File: config.mk
export PLATFORM = sky130hd
export DESIGN_NAME = mt_timer
export DESIGN_NICKNAME = d
export VERILOG_FILES = /design/src/mt_pkg.sv /design/src/mt_timer.sv
export SDC_FILE = /design/constraint.sdc
export NUM_CORES = 1
export LEC_CHECK = 0
export ABC_AREA = 1
export ABC_CLOCK_PERIOD_IN_PS = 2300
export BUFFER_PORTS_ARGS = -buffer_cell sky130_fd_sc_hd__buf_2
export CAP_MARGIN = 20
export CORE_MARGIN = 1.5
export CORE_UTILIZATION = 55
export CTS_CLUSTER_DIAMETER = 30
export DETAILED_ROUTE_END_ITERATION = 16
export GPL_TIMING_DRIVEN = 0
export PLACE_DENSITY_LB_ADDON = 0.08
export SLEW_MARGIN = 20
export SYNTH_ARGS = -nofsm -noshare
export SYNTH_HDL_FRONTEND = slang
export SYNTH_SLANG_ARGS = --single-unit
File: constraint.sdc
create_clock -name pclk -period 2.3 [get_ports pclk]
set_input_delay 0.46 -clock pclk [delete_from_list [all_inputs] [get_ports pclk]]
set_output_delay 0.46 -clock pclk [all_outputs]
set_load 0.01 [all_outputs]
File: src/mt_pkg.sv
/*
  Constants for the 8-bit modulo timer: register indices, field positions,
  reset values and source-select codes.
  Assumes a 32-bit APB slave where each register takes one aligned word.
*/
package mt_pkg;

  // ----------------------------------------------------------------
  // Register indices (byte address is four times the index)
  // ----------------------------------------------------------------
  localparam logic [7:0] IDX_STATUS_CONTROL = 8'h18;
  localparam logic [7:0] IDX_CLOCK_CONFIG   = 8'h19;
  localparam logic [7:0] IDX_COUNT_VALUE    = 8'h1A;
  localparam logic [7:0] IDX_MODULO_LIMIT   = 8'h1B;
  localparam int         ADDR_W             = 10;

  // ----------------------------------------------------------------
  // Field positions
  // ----------------------------------------------------------------
  localparam int SC_TOF_BIT    = 7;
  localparam int SC_OVERFLOW_IRQ_ENABLE_BIT   = 6;
  localparam int SC_CLR_BIT    = 5;
  localparam int SC_HALT_BIT   = 4;
  localparam int CLK_SRC_LSB   = 4;
  localparam int CLK_PS_LSB    = 0;

  // ----------------------------------------------------------------
  // Reset values and count limits
  // ----------------------------------------------------------------
  localparam logic [7:0] RST_STATUS_CONTROL = 8'h10;
  localparam logic [7:0] RST_CLOCK_CONFIG   = 8'h00;
  localparam logic [7:0] RST_COUNT_VALUE    = 8'h00;
  localparam logic [7:0] RST_MODULO_LIMIT   = 8'h00;
  localparam logic [7:0] COUNT_ZERO         = 8'h00;
  localparam logic [7:0] COUNT_FULL         = 8'hFF;

  // ----------------------------------------------------------------
  // Source select and prescale codes
  // ----------------------------------------------------------------
  localparam logic [1:0] SRC_BUS_CLOCK = 2'h0;
  localparam logic [1:0] SRC_FIXED     = 2'h1;
  localparam logic [1:0] SRC_EXT_FALL  = 2'h2;
  localparam logic [1:0] SRC_EXT_RISE  = 2'h3;
  localparam logic [3:0] PS_MAX        = 4'h8;

endpackage

File: src/mt_timer.sv
/*
  Modulo timer: 8-bit up-counter with prescaler, four byte registers
  reached over APB, overflow flag and level interrupt request.
  Assumes stop_mode and debug_mode come from logic on pclk; the external
  count clock and the fixed-frequency clock are asynchronous levels.
*/
// Decided for this implementation: register access over APB.
// Overview of operation
// RL1: In stop mode all counting freezes; the timer never wakes the chip.
// RL2: Leaving deep stop by reset returns registers and counter to reset.
// RL3: Leaving deep stop by interrupt keeps state; counting resumes from count.
// RL4: In background debug mode counting is suspended.
// RL5: After debug, count resumes unless reset, clear bit or modulo write.
// RL6: External count clock is used only when selected as source.
// RL7: External count clock is synchronised to the bus clock before use.
// RL8: External count clock must stay at or below a quarter bus rate.
// RL9: Overflow flag bit 7 sets when counter rolls over to zero.
// RL10: Flag clears only by reading it set, then writing zero.
// RL11: Flag also clears on counter-clear write or any modulo write.
// RL12: Interrupt requested when enable bit 6 and the flag are set.
// RL13: Software clears a pending flag before setting the enable.
// RL14: Writing one to bit 5 zeroes counter and flag; reads zero.
// RL15: Halt bit 4 holds the counter; reset sets it.
// RL16: Reserved status bits read zero and ignore writes.
// RL17: Four byte registers; reset 10h for status, 00h for others.
// RL18: Count register is read-only and shows the counter.
// RL19: Source select: bus clock, fixed clock, pin falling, pin rising.
// RL20: Prescale divides by two to the code; codes above 8 give 256.
// RL21: Modulo zero means free-running; modulo write zeroes the count.
// RL22: Changing source or prescale does not clear the counter.
// RL23: Counter steps per prescaler tick; wraps after modulo or FFh.
// RL24: Interrupt request is a level while flag and enable stay set.
`timescale 1ns/10ps

module mt_timer (
  // Clock and reset
  input  wire logic        pclk,
  input  wire logic        presetn,
  // APB slave
  input  wire logic        psel,
  input  wire logic        penable,
  input  wire logic        pwrite,
  input  wire logic [9:0]  paddr,
  input  wire logic [31:0] pwdata,
  output logic      [31:0] prdata,
  output logic             pready,
  output logic             pslverr,
  // Chip mode
  input  wire logic        stop_mode,
  input  wire logic        debug_mode,
  // Count sources
  input  wire logic        fixed_freq_clock,
  input  wire logic        ext_count_clock,
  // Interrupt
  output logic             irq
);

  // ----------------------------------------------------------------
  // State
  // ----------------------------------------------------------------
  logic       ack_q;
  logic [31:0] prdata_q;
  logic       slverr_q;
  logic       tof_q;
  logic       overflow_irq_enable_q;
  logic       halt_q;
  logic       armed_q;
  logic [1:0] src_q;
  logic [3:0] ps_q;
  logic [7:0] cnt_q;
  logic [7:0] mod_q;
  logic [7:0] presc_q;
  logic       ext_s1_q, ext_s2_q, ext_s3_q;
  logic       fix_s1_q, fix_s2_q, fix_s3_q;

  // ----------------------------------------------------------------
  // Bus decode
  // ----------------------------------------------------------------
  logic [7:0] idx;
  logic       access, wr_en, rd_en, hit;
  logic       sel_sc, sel_clk, sel_cnt, sel_mod;
  logic       sc_wr, cnt_clr, tof_clr_wr;

  assign idx     = paddr[9:2];
  assign sel_sc  = idx == mt_pkg::IDX_STATUS_CONTROL; // RL17
  assign sel_clk = idx == mt_pkg::IDX_CLOCK_CONFIG;
  assign sel_cnt = idx == mt_pkg::IDX_COUNT_VALUE;
  assign sel_mod = idx == mt_pkg::IDX_MODULO_LIMIT;
  assign hit     = (sel_sc | sel_clk | sel_cnt | sel_mod)
                   & (paddr[1:0] == 2'h0);
  assign access  = psel & penable;
  assign wr_en   = access & ack_q & pwrite & hit;
  assign rd_en   = access & ack_q & ~pwrite & hit;
  assign sc_wr   = wr_en & sel_sc;
  // Counter clear sources: clear bit or modulo write
  assign cnt_clr = (sc_wr & pwdata[mt_pkg::SC_CLR_BIT])
                   | (wr_en & sel_mod); // RL14 RL21
  // Zero written to the flag counts only after an armed read
  assign tof_clr_wr = sc_wr & ~pwdata[mt_pkg::SC_TOF_BIT] & armed_q; // RL10

  // One wait state so that read data comes straight from a flop
  always_ff @(posedge pclk or negedge presetn) begin
    if (!presetn) begin
      ack_q <= 1'b0;
    end else begin
      ack_q <= access & ~ack_q;
    end
  end

  assign pready  = ack_q;
  assign prdata  = prdata_q;
  assign pslverr = slverr_q;

  always_ff @(posedge pclk or negedge presetn) begin
    if (!presetn) begin
      prdata_q <= 32'h0000_0000;
      slverr_q <= 1'b0;
    end else if (access & ~ack_q) begin
      slverr_q <= ~hit;
      prdata_q <= 32'h0000_0000;
      if (!pwrite && sel_sc) begin
        // Clear bit and low reserved bits read zero
        prdata_q[mt_pkg::SC_TOF_BIT]  <= tof_q; // RL16
        prdata_q[mt_pkg::SC_OVERFLOW_IRQ_ENABLE_BIT] <= overflow_irq_enable_q;
        prdata_q[mt_pkg::SC_HALT_BIT] <= halt_q;
      end else if (!pwrite && sel_clk) begin
        prdata_q[mt_pkg::CLK_SRC_LSB +: 2] <= src_q;
        prdata_q[mt_pkg::CLK_PS_LSB +: 4]  <= ps_q;
      end else if (!pwrite && sel_cnt) begin
        prdata_q[7:0] <= cnt_q; // RL18
      end else if (!pwrite && sel_mod) begin
        prdata_q[7:0] <= mod_q;
      end
    end
  end

  // ----------------------------------------------------------------
  // Control registers
  // ----------------------------------------------------------------
  // Async reset also covers leaving deep stop by reset
  always_ff @(posedge pclk or negedge presetn) begin
    if (!presetn) begin
      overflow_irq_enable_q <= mt_pkg::RST_STATUS_CONTROL[mt_pkg::SC_OVERFLOW_IRQ_ENABLE_BIT]; // RL2 RL12
      halt_q <= mt_pkg::RST_STATUS_CONTROL[mt_pkg::SC_HALT_BIT]; // RL15
      src_q  <= mt_pkg::RST_CLOCK_CONFIG[mt_pkg::CLK_SRC_LSB +: 2];
      ps_q   <= mt_pkg::RST_CLOCK_CONFIG[mt_pkg::CLK_PS_LSB +: 4];
      mod_q  <= mt_pkg::RST_MODULO_LIMIT;
    end else begin
      if (sc_wr) begin
        overflow_irq_enable_q <= pwdata[mt_pkg::SC_OVERFLOW_IRQ_ENABLE_BIT];
        halt_q <= pwdata[mt_pkg::SC_HALT_BIT];
      end
      // Count is left alone here: new ratio applies from next tick
      if (wr_en && sel_clk) begin
        src_q <= pwdata[mt_pkg::CLK_SRC_LSB +: 2]; // RL22
        ps_q  <= pwdata[mt_pkg::CLK_PS_LSB +: 4];
      end
      if (wr_en && sel_mod) begin
        mod_q <= pwdata[7:0];
      end
    end
  end

  // ----------------------------------------------------------------
  // Source synchronisers and edge detect
  // ----------------------------------------------------------------
  always_ff @(posedge pclk or negedge presetn) begin
    if (!presetn) begin
      ext_s1_q <= 1'b0;
      ext_s2_q <= 1'b0;
      ext_s3_q <= 1'b0;
      fix_s1_q <= 1'b0;
      fix_s2_q <= 1'b0;
      fix_s3_q <= 1'b0;
    end else begin
      ext_s1_q <= ext_count_clock; // RL7
      ext_s2_q <= ext_s1_q;
      ext_s3_q <= ext_s2_q;
      fix_s1_q <= fixed_freq_clock;
      fix_s2_q <= fix_s1_q;
      fix_s3_q <= fix_s2_q;
    end
  end

  logic src_tick;
  always_comb begin
    unique case (src_q) // RL19
      mt_pkg::SRC_BUS_CLOCK: src_tick = 1'b1;
      mt_pkg::SRC_FIXED:     src_tick = fix_s2_q & ~fix_s3_q;
      mt_pkg::SRC_EXT_FALL:  src_tick = ~ext_s2_q & ext_s3_q; // RL6
      mt_pkg::SRC_EXT_RISE:  src_tick = ext_s2_q & ~ext_s3_q; // RL6
    endcase
  end

  // ----------------------------------------------------------------
  // Prescaler and counter
  // ----------------------------------------------------------------
  logic       run, tick, wrap, ovf_evt;
  logic [7:0] pmask;
  logic [3:0] ps_eff;

  // Stop, debug and halt all freeze the prescaler and the count
  assign run    = ~halt_q & ~stop_mode & ~debug_mode; // RL1 RL4 RL15
  assign ps_eff = (ps_q > mt_pkg::PS_MAX) ? mt_pkg::PS_MAX : ps_q; // RL20
  assign pmask  = 8'(({1'b0, mt_pkg::COUNT_FULL} + 9'h001) >> (4'h8 - ps_eff))
                  - 8'h01;
  assign tick   = run & src_tick & ((presc_q & pmask) == pmask); // RL23
  assign wrap   = (mod_q == mt_pkg::COUNT_ZERO) ?
                  (cnt_q == mt_pkg::COUNT_FULL) : (cnt_q == mod_q); // RL21
  assign ovf_evt = tick & wrap & ~cnt_clr;

  always_ff @(posedge pclk or negedge presetn) begin
    if (!presetn) begin
      presc_q <= mt_pkg::COUNT_ZERO;
    end else if (cnt_clr) begin
      presc_q <= mt_pkg::COUNT_ZERO;
    end else if (run && src_tick) begin
      presc_q <= presc_q + 8'h01;
    end
  end

  // Held value survives stop, debug and halt untouched
  always_ff @(posedge pclk or negedge presetn) begin
    if (!presetn) begin
      cnt_q <= mt_pkg::RST_COUNT_VALUE; // RL2
    end else if (cnt_clr) begin
      cnt_q <= mt_pkg::COUNT_ZERO; // RL5 RL14 RL21
    end else if (tick) begin
      cnt_q <= wrap ? mt_pkg::COUNT_ZERO : cnt_q + 8'h01; // RL23 RL3
    end
  end

  // ----------------------------------------------------------------
  // Overflow flag and interrupt
  // ----------------------------------------------------------------
  always_ff @(posedge pclk or negedge presetn) begin
    if (!presetn) begin
      tof_q <= mt_pkg::RST_STATUS_CONTROL[mt_pkg::SC_TOF_BIT];
    end else if (ovf_evt) begin
      tof_q <= 1'b1; // RL9
    end else if (cnt_clr || tof_clr_wr) begin
      tof_q <= 1'b0; // RL10 RL11
    end
  end

  // Arms on a status read that sees the flag set; any status write disarms
  always_ff @(posedge pclk or negedge presetn) begin
    if (!presetn) begin
      armed_q <= 1'b0;
    end else if (rd_en && sel_sc) begin
      armed_q <= tof_q; // RL10
    end else if (sc_wr || !tof_q) begin
      armed_q <= 1'b0;
    end
  end

  assign irq = tof_q & overflow_irq_enable_q; // RL12 RL24
endmodule // mt_timer

==> flow_metrics.py, run 1 <==
metrics = {
    "outcome": {
        "status": "finished clean",
    },
    "power": {
        "leakage_nw": 1.87,
        "peakVddDrop_mv": 0.423,
        "power_density_nw_per_um2": 562,
    },
    "worst_setup_path": {
        "cpMostUsedCell": "nand2_1",
        "cpMaxStageDelayCell": "dfrtp_1",
        "worst_ep_required_time_ns": 2.49,
        "crit_chain": "nor2_1, nand2_1, nand3_1, nand3_2, inv_1, nand3_2, nand3_4, inv_2, nand2_1, nand2_1",
        "crit_type": "reg -> reg",
        "critPathMaxFanout": 8,
        "critPathLaunchType": "flop",
        "max_stage_delay_ns": 0.44,
        "critPathCaptureType": "flop",
        "cp.arrival_ns": 1.87,
    },
    "floorplan": {
        "placeableCoreArea_um2": 5470,
        "fp.dieW_um": 78.1,
        "die_y_um": 78.1,
        "initial_core_util": 0.567,
        "io_pins": 86,
        "dieArea_um2": 6100,
        "rows": 27,
    },
    "synthesis": {
        "ys.flop_type": "dfrtp_1",
        "synth_top_family_by_area": "simple AND/OR/NAND/NOR gates",
        "avgSynthCellArea_um2": 7.70,
        "ys_seq_area_frac": 0.403,
        "synth-simple-area-share": 0.319,
        "postSynthRegisterBits": 50,
        "synth_compound_area_frac": 0.106,
        "syn_inst": 403,
        "synth_xor_area_frac": 0.0226,
        "synthAdderAreaFrac": 0.00806,
        "async_flop_share": 1.00,
        "synth_mux_area_frac": 0,
        "ys_top_cells_by_area": "dfrtp_1 40%, nand2_1 12%, inv_1 6.3%, buf_4 5.8%, nand3_1 3.7%",
        "syn-cell-area_um2": 3100,
        "synth.distinct_cells": 37,
        "synth_largest_area_cell": "dfrtp_1",
        "synth-edff-count": 0,
        "synth_top_area_frac": 0.395,
        "synth_warnings": 0,
    },
    "cts": {
        "cts_tree": "done",
        "cts.repair.resized": 0,
        "cts_root_buf": "clkbuf_8",
        "cts_setup_buffers": 0,
        "cts.clk_slew.worst_paths_ns": 0.09,
        "clock-sinks": 50,
        "numCtsBuffers": 5,
        "clock_latency_ns": 0.31,
        "clockBufferDepth": 2,
        "cts.htree.levels": 2,
        "cts_hold_buf": 0,
    },
    "cells_and_area": {
        "drive_above_1_share": 0.230,
        "mostFrequentLayoutCells": "99 x nand2_1, 52 x inv_1, 49 x dfrtp_1",
        "antenna_cells": 0,
        "final_common_cell": "nand2_1",
        "multi_input_area_um2": 1510,
        "nets": 522,
        "syn_to_final_growth_pct": 14.5,
        "register_area_um2": 1250,
        "n_fill_cell": 505,
    },
    "sta": {
        "max_slew.worst_pin.slew_ns": 0.617,
        "slew_headroom": 0.589,
        "hold_ws_ns": 0.158,
        "finalSetupViolCount": 0,
        "max_freq_mhz": 596,
        "period_minus_slack_ns": 1.68,
        "hold_viol": 0,
        "skew_ns": 0.0106,
        "fin_ws_ns": 0.622,
        "tns_ns": 0,
        "rsz0062_at_grt": "no",
        "fin_crit_sh": 0.730,
        "slew_violations": 0,
    },
    "route": {
        "route.detailed.drc": 0,
        "wl_per_cell_um": 11.7,
        "first_iter_violations": 122,
        "vias": 2637,
        "drtPass1Iterations": 4,
        "wl_um": 6320,
        "drtAntennaViolNets": 0,
        "vias_per_cell": 4.87,
    },
    "placement": {
        "hpwl_um": 4990,
        "gp_congestion": 0.868,
        "pre_cts_ws_ns": 0.435,
        "portBuffers": 36,
    },
    "grt": {
        "grt-ovfl-total": 0,
        "grt_pass1_wl_um": 11300,
        "grt_usage": 0.229,
        "antenna_found_initial": 0,
        "grt_pass1_vias": 2549,
        "grt_max_degree": 51,
    },
    "worst_hold_path": {
        "min_path_type": "in -> async",
    },
    "job": {
        "drv_cap": 0,
    },
}
## synth_stat cells, drive strengths merged (2+ instances only)
cell    number
a211oi       5
a21oi        7
a31oi        2
buf         27
clkinv       2
dfrtp       49
ha           2
inv         57
nand2      106
nand3       30
nand3b       2
nand4        8
nor2        36
nor3        14
o211ai       2
o21ai       39
o31ai        2
xnor2        3
xor2         5
## worst max-delay path, delay by kind of cell, from the launching register on
| family | cells | cell delay, ns |
|---|---|---|
| simple gates | 8 | 0.85 |
| buf+inv | 2 | 0.26 |
| flops | 1 | 0.44 |
## per-stage QoR
stage,instances,utilization,power (W),area [um2]
after CTS,542,0.649,0.00201,3550
after floorplan,426,-,0.00137,3190
after detailed placement,534,0.632,0.00150,3460
after global placement,534,0.632,0.00149,3460
final,542,0.649,0.00200,3550
after global routing,542,0.649,0.00212,3550
## cell families (layout without fill, tap and decap cells)
| kind of cell | count (synthesis) | count (layout) |
|---|---|---|
| adder cells (fa/ha/maj) | 2 | 2 |
| AO/OA/AOI/OAI | 58 | 58 |
| XOR/XNOR | 8 | 8 |
| flip-flops | 50 | 50 |
| buffers and inverters | 87 | 131 |
| AND/OR/NAND/NOR | 197 | 197 |
| other | 1 | 24 |
## state kept, by name (all words and copies together), names as in the netlist, 2 cells and up
name     count
cnt_q        8
src_q        2
mod_q        8
prdata       8
ps_q         4
presc_q      8
## cell type report
cell class	count	share of cell area
sequential	50	0.352
inverter	59	0.0641
tap	72	0.0254
multi-input combinational	289	0.424
clock inverter	3	0.00599
timing repair buffer	36	0.0514
buffer	28	0.0577
clock buffer	5	0.0194
## worst paths after layout
check	from	to	slack [ns]	cells after the start
worst max-delay path	src_q[0]	cnt_q[6]	0.62	10
worst min-delay path	presetn	fix_s2_q	0.16	1
worst max register to register	src_q[0]	cnt_q[6]	0.62	10
worst min register to register	fix_s1_q	fix_s2_q	0.36	0
max in group asynchronous	presetn	cnt_q[3]	1.72	1
min in group pclk	ext_count_clock	ext_s1_q	0.25	1
## where the power goes
group / switching, W / internal (W)
registers: 0.000125 / 0.000967
clock network: 0.000296 / 0.000214
logic: 0.000227 / 0.000167
total: 0.000648 / 0.00135
## metal layers
layer  vias to the layer above  share of wire  GRT usage
li1                       1381              -          -
met1                      1194           0.47      0.312
met2                        57           0.48      0.390
met3                         5          0.040     0.0279
met4                         0         0.0081     0.0589
met5                         -              0          0
Note: power is estimated with default switching activity, not from simulation.
==> run 2, diff against run 1 <==
--- a/config.mk
+++ b/config.mk
@@ -5,12 +5,12 @@
 export SDC_FILE = /design/constraint.sdc
 export NUM_CORES = 1
 export LEC_CHECK = 0
-export ABC_AREA = 1
-export ABC_CLOCK_PERIOD_IN_PS = 2300
+export ABC_AREA = 0
+export ABC_CLOCK_PERIOD_IN_PS = 1370
 export BUFFER_PORTS_ARGS = -buffer_cell sky130_fd_sc_hd__buf_2
 export CAP_MARGIN = 20
 export CORE_MARGIN = 1.5
-export CORE_UTILIZATION = 55
+export CORE_UTILIZATION = 47
 export CTS_CLUSTER_DIAMETER = 30
 export DETAILED_ROUTE_END_ITERATION = 16
 export GPL_TIMING_DRIVEN = 0
==> constraint.sdc (replaced) <==
create_clock -name pclk -period 1.37 [get_ports pclk]
set_input_delay 0.274 -clock pclk [delete_from_list [all_inputs] [get_ports pclk]]
set_output_delay 0.274 -clock pclk [all_outputs]
set_load 0.01 [all_outputs]
==> run 2 against run 1 <==
The flow now finishes with violations (setup timing). Register-to-register slack lost 1.0 ns. Count of clock-buffer cells in the layout is the same. Global-route usage shrank 0.48 points. Largest cell class unchanged. Sequential cell count is the same. Critical endpoint is now cnt_q[2]. Total power grew 59%.
==> flow_metrics.py, run 2 <==
metrics = {
    "synthesis": {
        "syn_inst": 276,
        "synth_largest_area_cell": "dfrtp_1",
        "ys.flop_type": "dfrtp_1",
        "avgSynthCellArea_um2": 10.3,
        "synth.distinct_cells": 57,
        "yosysMostFrequentCell": "dfrtp_1",
        "synth_top_area_frac": 0.433,
        "synth-edff-count": 0,
        "synthTopCellsByCount": "49 x dfrtp_1, 24 x buf_4, 24 x nand2_1",
        "postSynthRegisterBits": 50,
        "syn-cell-area_um2": 2830,
        "ys_seq_area_frac": 0.442,
        "synth_warnings": 0,
        "async_flop_share": 1.00,
        "ys_top_cells_by_area": "dfrtp_1 43%, mux2_2 6.8%, buf_4 6.4%, a22o_1 3.4%, nand2_1 3.2%",
    },
    "power": {
        "combPwrFrac": 0.181,
        "swShare": 0.300,
        "peakVddDrop_mv": 0.821,
        "leakage_nw": 1.86,
        "power_density_nw_per_um2": 829,
        "p_int_w": 0.00223,
        "p_clk_frac": 0.289,
        "sequentialPowerShare": 0.530,
        "switchingPower_w": 0.000954,
    },
    "outcome": {
        "violations": "setup timing",
        "status": "finished, violations left",
    },
    "route": {
        "drtPass1Iterations": 4,
        "first_iter_violations": 85,
        "wl_per_cell_um": 15.4,
        "vias_per_cell": 5.22,
        "drtAntennaViolNets": 0,
        "wl_um": 6770,
        "route.detailed.drc": 0,
        "vias": 2296,
    },
    "worst_setup_path": {
        "startpoint": "mod_q[1]",
        "crit_chain": "nor4_4, and2_4, and3_4, o2111ai_4, nand2_4, o221ai_2",
        "critPathMaxFanout": 6,
        "crit_type": "reg -> reg",
        "worst_ep_required_time_ns": 1.57,
        "critPathLaunchType": "flop",
        "critPathTopFamily": "simple AND/OR/NAND/NOR gates",
        "cp.arrival_ns": 1.99,
        "critPathCaptureType": "flop",
        "path_buf_inv": 0,
        "max_stage_delay_ns": 0.44,
        "cpMaxStageDelayCell": "dfrtp_2",
        "r2r-start": "mod_q[1]",
    },
    "grt": {
        "grt_usage": 0.225,
        "grt_pass1_wl_um": 11100,
        "antenna_found_initial": 0,
        "grt_max_degree": 51,
        "grt_pass1_vias": 2241,
        "grt-ovfl-total": 0,
    },
    "placement": {
        "dp_cells": 410,
        "hpwl_um": 4370,
        "portBuffers": 36,
        "gp_congestion": 0.812,
    },
    "cells_and_area": {
        "final_common_cell": "dfrtp_1",
        "nets": 417,
        "finalCoreUtilization": 0.656,
        "drive_above_1_share": 0.463,
        "layoutNonFillerInstCount": 440,
        "syn_to_final_growth_pct": 35.6,
        "mostFrequentLayoutCells": "40 x dfrtp_1, 38 x buf_2, 34 x buf_4",
        "antenna_cells": 0,
        "n_fill_cell": 463,
    },
    "sta": {
        "hold_viol": 0,
        "rsz0062_at_grt": "yes",
        "hold_ws_ns": 0.0606,
        "max_freq_mhz": 556,
        "slew_headroom": 0.580,
        "slew_violations": 0,
        "fin_ws_ns": -0.428,
        "skew_ns": 0.00649,
        "fin_crit_sh": 1.31,
        "max_slew.worst_pin.slew_ns": 0.631,
        "finalSetupViolCount": 34,
        "period_minus_slack_ns": 1.80,
    },
    "cts": {
        "cts_root_buf": "clkbuf_8",
        "clockBufferDepth": 2,
        "clock_latency_ns": 0.31,
        "cts_tree": "done",
        "clock-sinks": 50,
        "numCtsBuffers": 5,
        "cts.htree.levels": 2,
        "cts.clk_slew.worst_paths_ns": 0.10,
    },
    "floorplan": {
        "placeableCoreArea_um2": 5850,
        "dieArea_um2": 6500,
        "fp.dieW_um": 80.6,
        "io_pins": 86,
        "rows": 28,
        "initial_core_util": 0.484,
        "die_y_um": 80.6,
    },
    "job": {
        "drv_cap": 0,
    },
    "worst_hold_path": {
        "hold_path.startpoint": "fixed_freq_clock",
        "min_path_type": "in -> reg",
    },
}
run 2: changes by cell type after synthesis, moves of 7 or more:
cell / previous run / this run
mux2_2: 0 / 17
o221ai_1: 0 / 7
o21ai_0: 21 / 6
nor2_1: 29 / 20
nand3_1: 23 / 7
o21ai_1: 18 / 0
nand2_1: 99 / 24
a22o_1: 0 / 11
inv_1: 52 / 11
run 2: power by group through the flow:
stage | Combinational, W | Sequential (W) | Clock (W)
4_1_cts | 0.000547 | 0.00168 | 0.000949
6_report | 0.000575 | 0.00169 | 0.000920
2_1_floorplan | 0.000339 | 0.00168 | 0
3_3_place_gp | 0.000463 | 0.00170 | 0
3_5_place_dp | 0.000473 | 0.00171 | 0
5_1_grt | 0.000641 | 0.00170 | 0.000994
run 2: final timing paths:
path	depth (start not counted)	slack, ns	to
worst min-delay path	1	0.06	fix_s1_q
max in group asynchronous	2	0.39	mod_q[6]
worst max register to register	6	-0.43	cnt_q[2]
worst max-delay path	6	-0.43	cnt_q[2]
min in group asynchronous	2	0.52	armed_q
worst min register to register	0	0.36	ext_s2_q
run 2: metal layers:
metal  wire length (um)  share of wire  up-vias  global-route usage
li1                   -              -     1117                   -
met2               3220           0.48       56               0.371
met3                325          0.048       11              0.0398
met1               3120           0.46     1112               0.300
met4                108          0.016        0              0.0690
met5                  0              0        -                   0
run 2: worst register-to-register path, delay by kind of cell, from the launching register on:
kind / cells / cell delay (ns)
AND/OR/NAND/NOR: 4 / 0.97
AO/OA/AOI/OAI: 2 / 0.28
flip-flops: 1 / 0.44
run 2: kinds of logic (layout without fill, tap and decap cells):
kind of cell / after synthesis / after routing / synth area share
AOI/OAI and AO/OA: 46 / 47 / 0.128
xor gates and xnor gates: 13 / 13 / 0.0402
adders and majority gates: 2 / 2 / 0.00884
buffers and inverters: 43 / 108 / 0.0897
DFF: 50 / 50 / 0.442
muxes: 22 / 22 / 0.0897
other: 1 / 24 / 0.00132
and+or+nand+nor: 99 / 99 / 0.200
run 2: area by class of cell:
| cell class | count | area, um2 | share of cell area |
|---|---|---|---|
| well taps | 75 | 93.8 | 0.0244 |
| inverters | 11 | 41.3 | 0.0108 |
| multi-input cells | 207 | 1700 | 0.444 |
| clock inverters | 3 | 26.3 | 0.00684 |
| clock buffers | 5 | 68.8 | 0.0179 |
| repair buffers | 59 | 424 | 0.110 |
| plain buffers | 30 | 218 | 0.0567 |
| flip-flops and latches | 50 | 1260 | 0.329 |
run 2: what timing repair did:
action	in CTS	in global routing
setup buffers	17	6
pin swaps	29	13
gates cloned	1	0
gates resized for setup	50	25
hold buffers	1	0
setup endpoints to repair	33	42
hold endpoints to repair	4	0
run 2: per-stage QoR:
step	TNS [ns]	cell area, um2	power [W]	setup slack, ns
after CTS	-6.40	3740	0.00318	-0.414
final	-7.05	3840	0.00318	-0.428
after global routing	-9.92	3840	0.00334	-0.532
after floorplan	-6.86	2980	0.00202	-0.311
after global placement	-17.28	3250	0.00216	-0.588
after detailed placement	-18.31	3250	0.00218	-0.603
==> run 3, diff against run 2 <==
--- a/config.mk
+++ b/config.mk
@@ -6,16 +6,15 @@
 export NUM_CORES = 1
 export LEC_CHECK = 0
 export ABC_AREA = 0
-export ABC_CLOCK_PERIOD_IN_PS = 1370
+export ABC_CLOCK_PERIOD_IN_PS = 1800
 export BUFFER_PORTS_ARGS = -buffer_cell sky130_fd_sc_hd__buf_2
 export CAP_MARGIN = 20
 export CORE_MARGIN = 1.5
-export CORE_UTILIZATION = 47
+export CORE_UTILIZATION = 52
 export CTS_CLUSTER_DIAMETER = 30
 export DETAILED_ROUTE_END_ITERATION = 16
 export GPL_TIMING_DRIVEN = 0
 export PLACE_DENSITY_LB_ADDON = 0.08
-export SLEW_MARGIN = 20
 export SYNTH_ARGS = -nofsm -noshare
 export SYNTH_HDL_FRONTEND = slang
 export SYNTH_SLANG_ARGS = --single-unit
==> constraint.sdc (replaced) <==
create_clock -name pclk -period 1.8 [get_ports pclk]
set_input_delay 0.36 -clock pclk [delete_from_list [all_inputs] [get_ports pclk]]
set_output_delay 0.36 -clock pclk [all_outputs]
set_load 0.01 [all_outputs]
==> run 3 against run 2 <==
The run still ends with setup timing left. Core utilization up 3.0 points. Critical path type unchanged. Largest cell class unchanged. Routed wire length down 8.0%. Sequential power down 25%. Fmax down 3.6%. Critical path depth unchanged. Global-route usage down 0.34 points. Critical endpoint is now cnt_q[3].
==> flow_metrics.py, run 3 (synthesized netlist as in run 2, its figures left out) <==
metrics = {
    "grt": {
        "grt_max_degree": 51,
        "antenna_found_initial": 0,
        "grt-ovfl-total": 0,
        "grt_pass1_vias": 2206,
        "grt_usage": 0.221,
        "grt_pass1_wl_um": 10400,
    },
    "worst_setup_path": {
        "crit_chain": "nor4_4, and2_4, and3_4, o2111ai_4, nand2_4, o221ai_2",
        "critPathTopFamily": "simple AND/OR/NAND/NOR gates",
        "worst_ep_required_time_ns": 1.99,
        "max_stage_delay_ns": 0.44,
        "cp.arrival_ns": 2.05,
        "cpMaxStageDelayCell": "dfrtp_2",
        "path_buf_inv": 0,
        "rrSetupSlack_ns": -0.06,
        "critPathMaxFanout": 6,
        "critPathCaptureType": "flop",
        "critPathLaunchType": "flop",
        "crit_type": "reg -> reg",
    },
    "route": {
        "first_iter_violations": 201,
        "wl_um": 6230,
        "route.detailed.drc": 0,
        "vias": 2332,
        "drtAntennaViolNets": 0,
        "drtPass1Iterations": 4,
        "wl_per_cell_um": 14.6,
        "vias_per_cell": 5.46,
    },
    "sta": {
        "max_freq_mhz": 537,
        "period_minus_slack_ns": 1.86,
        "fin_crit_sh": 1.04,
        "tns_ns": -0.352,
        "rsz0062_at_grt": "yes",
        "hold_viol": 0,
        "skew_ns": 0.00593,
        "max_slew.worst_pin.slew_ns": 0.579,
        "slew_violations": 0,
        "hold_ws_ns": 0.0286,
        "fin_ws_ns": -0.0639,
        "finalSetupViolCount": 7,
        "slew_headroom": 0.614,
    },
    "floorplan": {
        "fp.dieW_um": 76.8,
        "placeableCoreArea_um2": 5170,
        "initial_core_util": 0.547,
        "die_y_um": 76.8,
        "io_pins": 86,
        "rows": 26,
        "dieArea_um2": 5900,
    },
    "cells_and_area": {
        "syn_to_final_growth_pct": 25.3,
        "n_fill_cell": 401,
        "nets": 409,
        "antenna_cells": 0,
        "final_common_cell": "dfrtp_1",
        "mostFrequentLayoutCells": "43 x dfrtp_1, 37 x buf_2, 37 x buf_4",
        "drive_above_1_share": 0.398,
        "finalCoreUtilization": 0.686,
    },
    "power": {
        "leakage_nw": 1.73,
        "power_density_nw_per_um2": 657,
        "p_total_w": 0.00233,
        "peakVddDrop_mv": 0.497,
    },
    "cts": {
        "clock_latency_ns": 0.31,
        "clockBufferDepth": 2,
        "cts.clk_slew.worst_paths_ns": 0.09,
        "cts_hold_buf": 0,
        "clock-sinks": 50,
        "numCtsBuffers": 5,
        "cts.htree.levels": 2,
        "cts_tree": "done",
        "cts_root_buf": "clkbuf_8",
    },
    "worst_hold_path": {
        "min_path_type": "in -> async",
    },
    "placement": {
        "gp_congestion": 0.794,
        "portBuffers": 36,
        "pre_cts_ws_ns": -0.276,
        "hpwl_um": 4270,
    },
    "outcome": {
        "status": "finished, violations left",
        "violations": "setup timing",
    },
    "job": {
        "drv_cap": 0,
    },
}
## run 3: final timing paths
| check | from | to | cells after the start |
|---|---|---|---|
| hold / removal | presetn | pready | 1 |
| hold reg to reg | ext_s1_q | ext_s2_q | 0 |
| min in group pclk | ext_count_clock | ext_s1_q | 1 |
| setup reg to reg | mod_q[5] | cnt_q[3] | 6 |
| max in group asynchronous | presetn | presc_q[2] | 2 |
| setup / recovery | mod_q[5] | cnt_q[3] | 6 |
## run 3: metal layers
layer | GRT usage | wire length [um]
met5 | 0 | 0
met4 | 0.0704 | 125
met1 | 0.273 | 2690
met2 | 0.383 | 3060
met3 | 0.0500 | 349
## run 3: through the flow
stage          area, um2  instances
5_1_grt             3550        427
6_report            3550        427
3_3_place_gp        3190        405
4_1_cts             3370        417
2_1_floorplan       2920        299
3_5_place_dp        3190        405
## run 3: final cells by class
type	count	area, um2	area share
Buffer	31	216	0.0610
Clock inverter	3	23.8	0.00670
Timing Repair Buffer	50	298	0.0840
Tap cell	70	87.6	0.0247
Clock buffer	5	68.8	0.0194
Multi-Input combinational cell	207	1550	0.437
Sequential cell	50	1260	0.355
Inverter	11	41.3	0.0116
## run 3: what timing repair did
action | CTS | global route
buffers inserted | 3 | 10
pin swaps | 5 | 23
gates resized for setup | 12 | 19
cloned | 1 | 0
hold endpoints to repair | 0 | 0
endpoints found under the setup margin | 18 | 31
## run 3: where the power goes
| group | total [W] | leakage (nW) | switching [W] | internal (W) |
|---|---|---|---|---|
| sequential | 0.00127 | 0.612 | 0.0000766 | 0.00120 |
| combinational | 0.000388 | 1.08 | 0.000200 | 0.000188 |
| clock | 0.000669 | 0.0408 | 0.000391 | 0.000278 |
| total | 0.00233 | 1.73 | 0.000667 | 0.00166 |
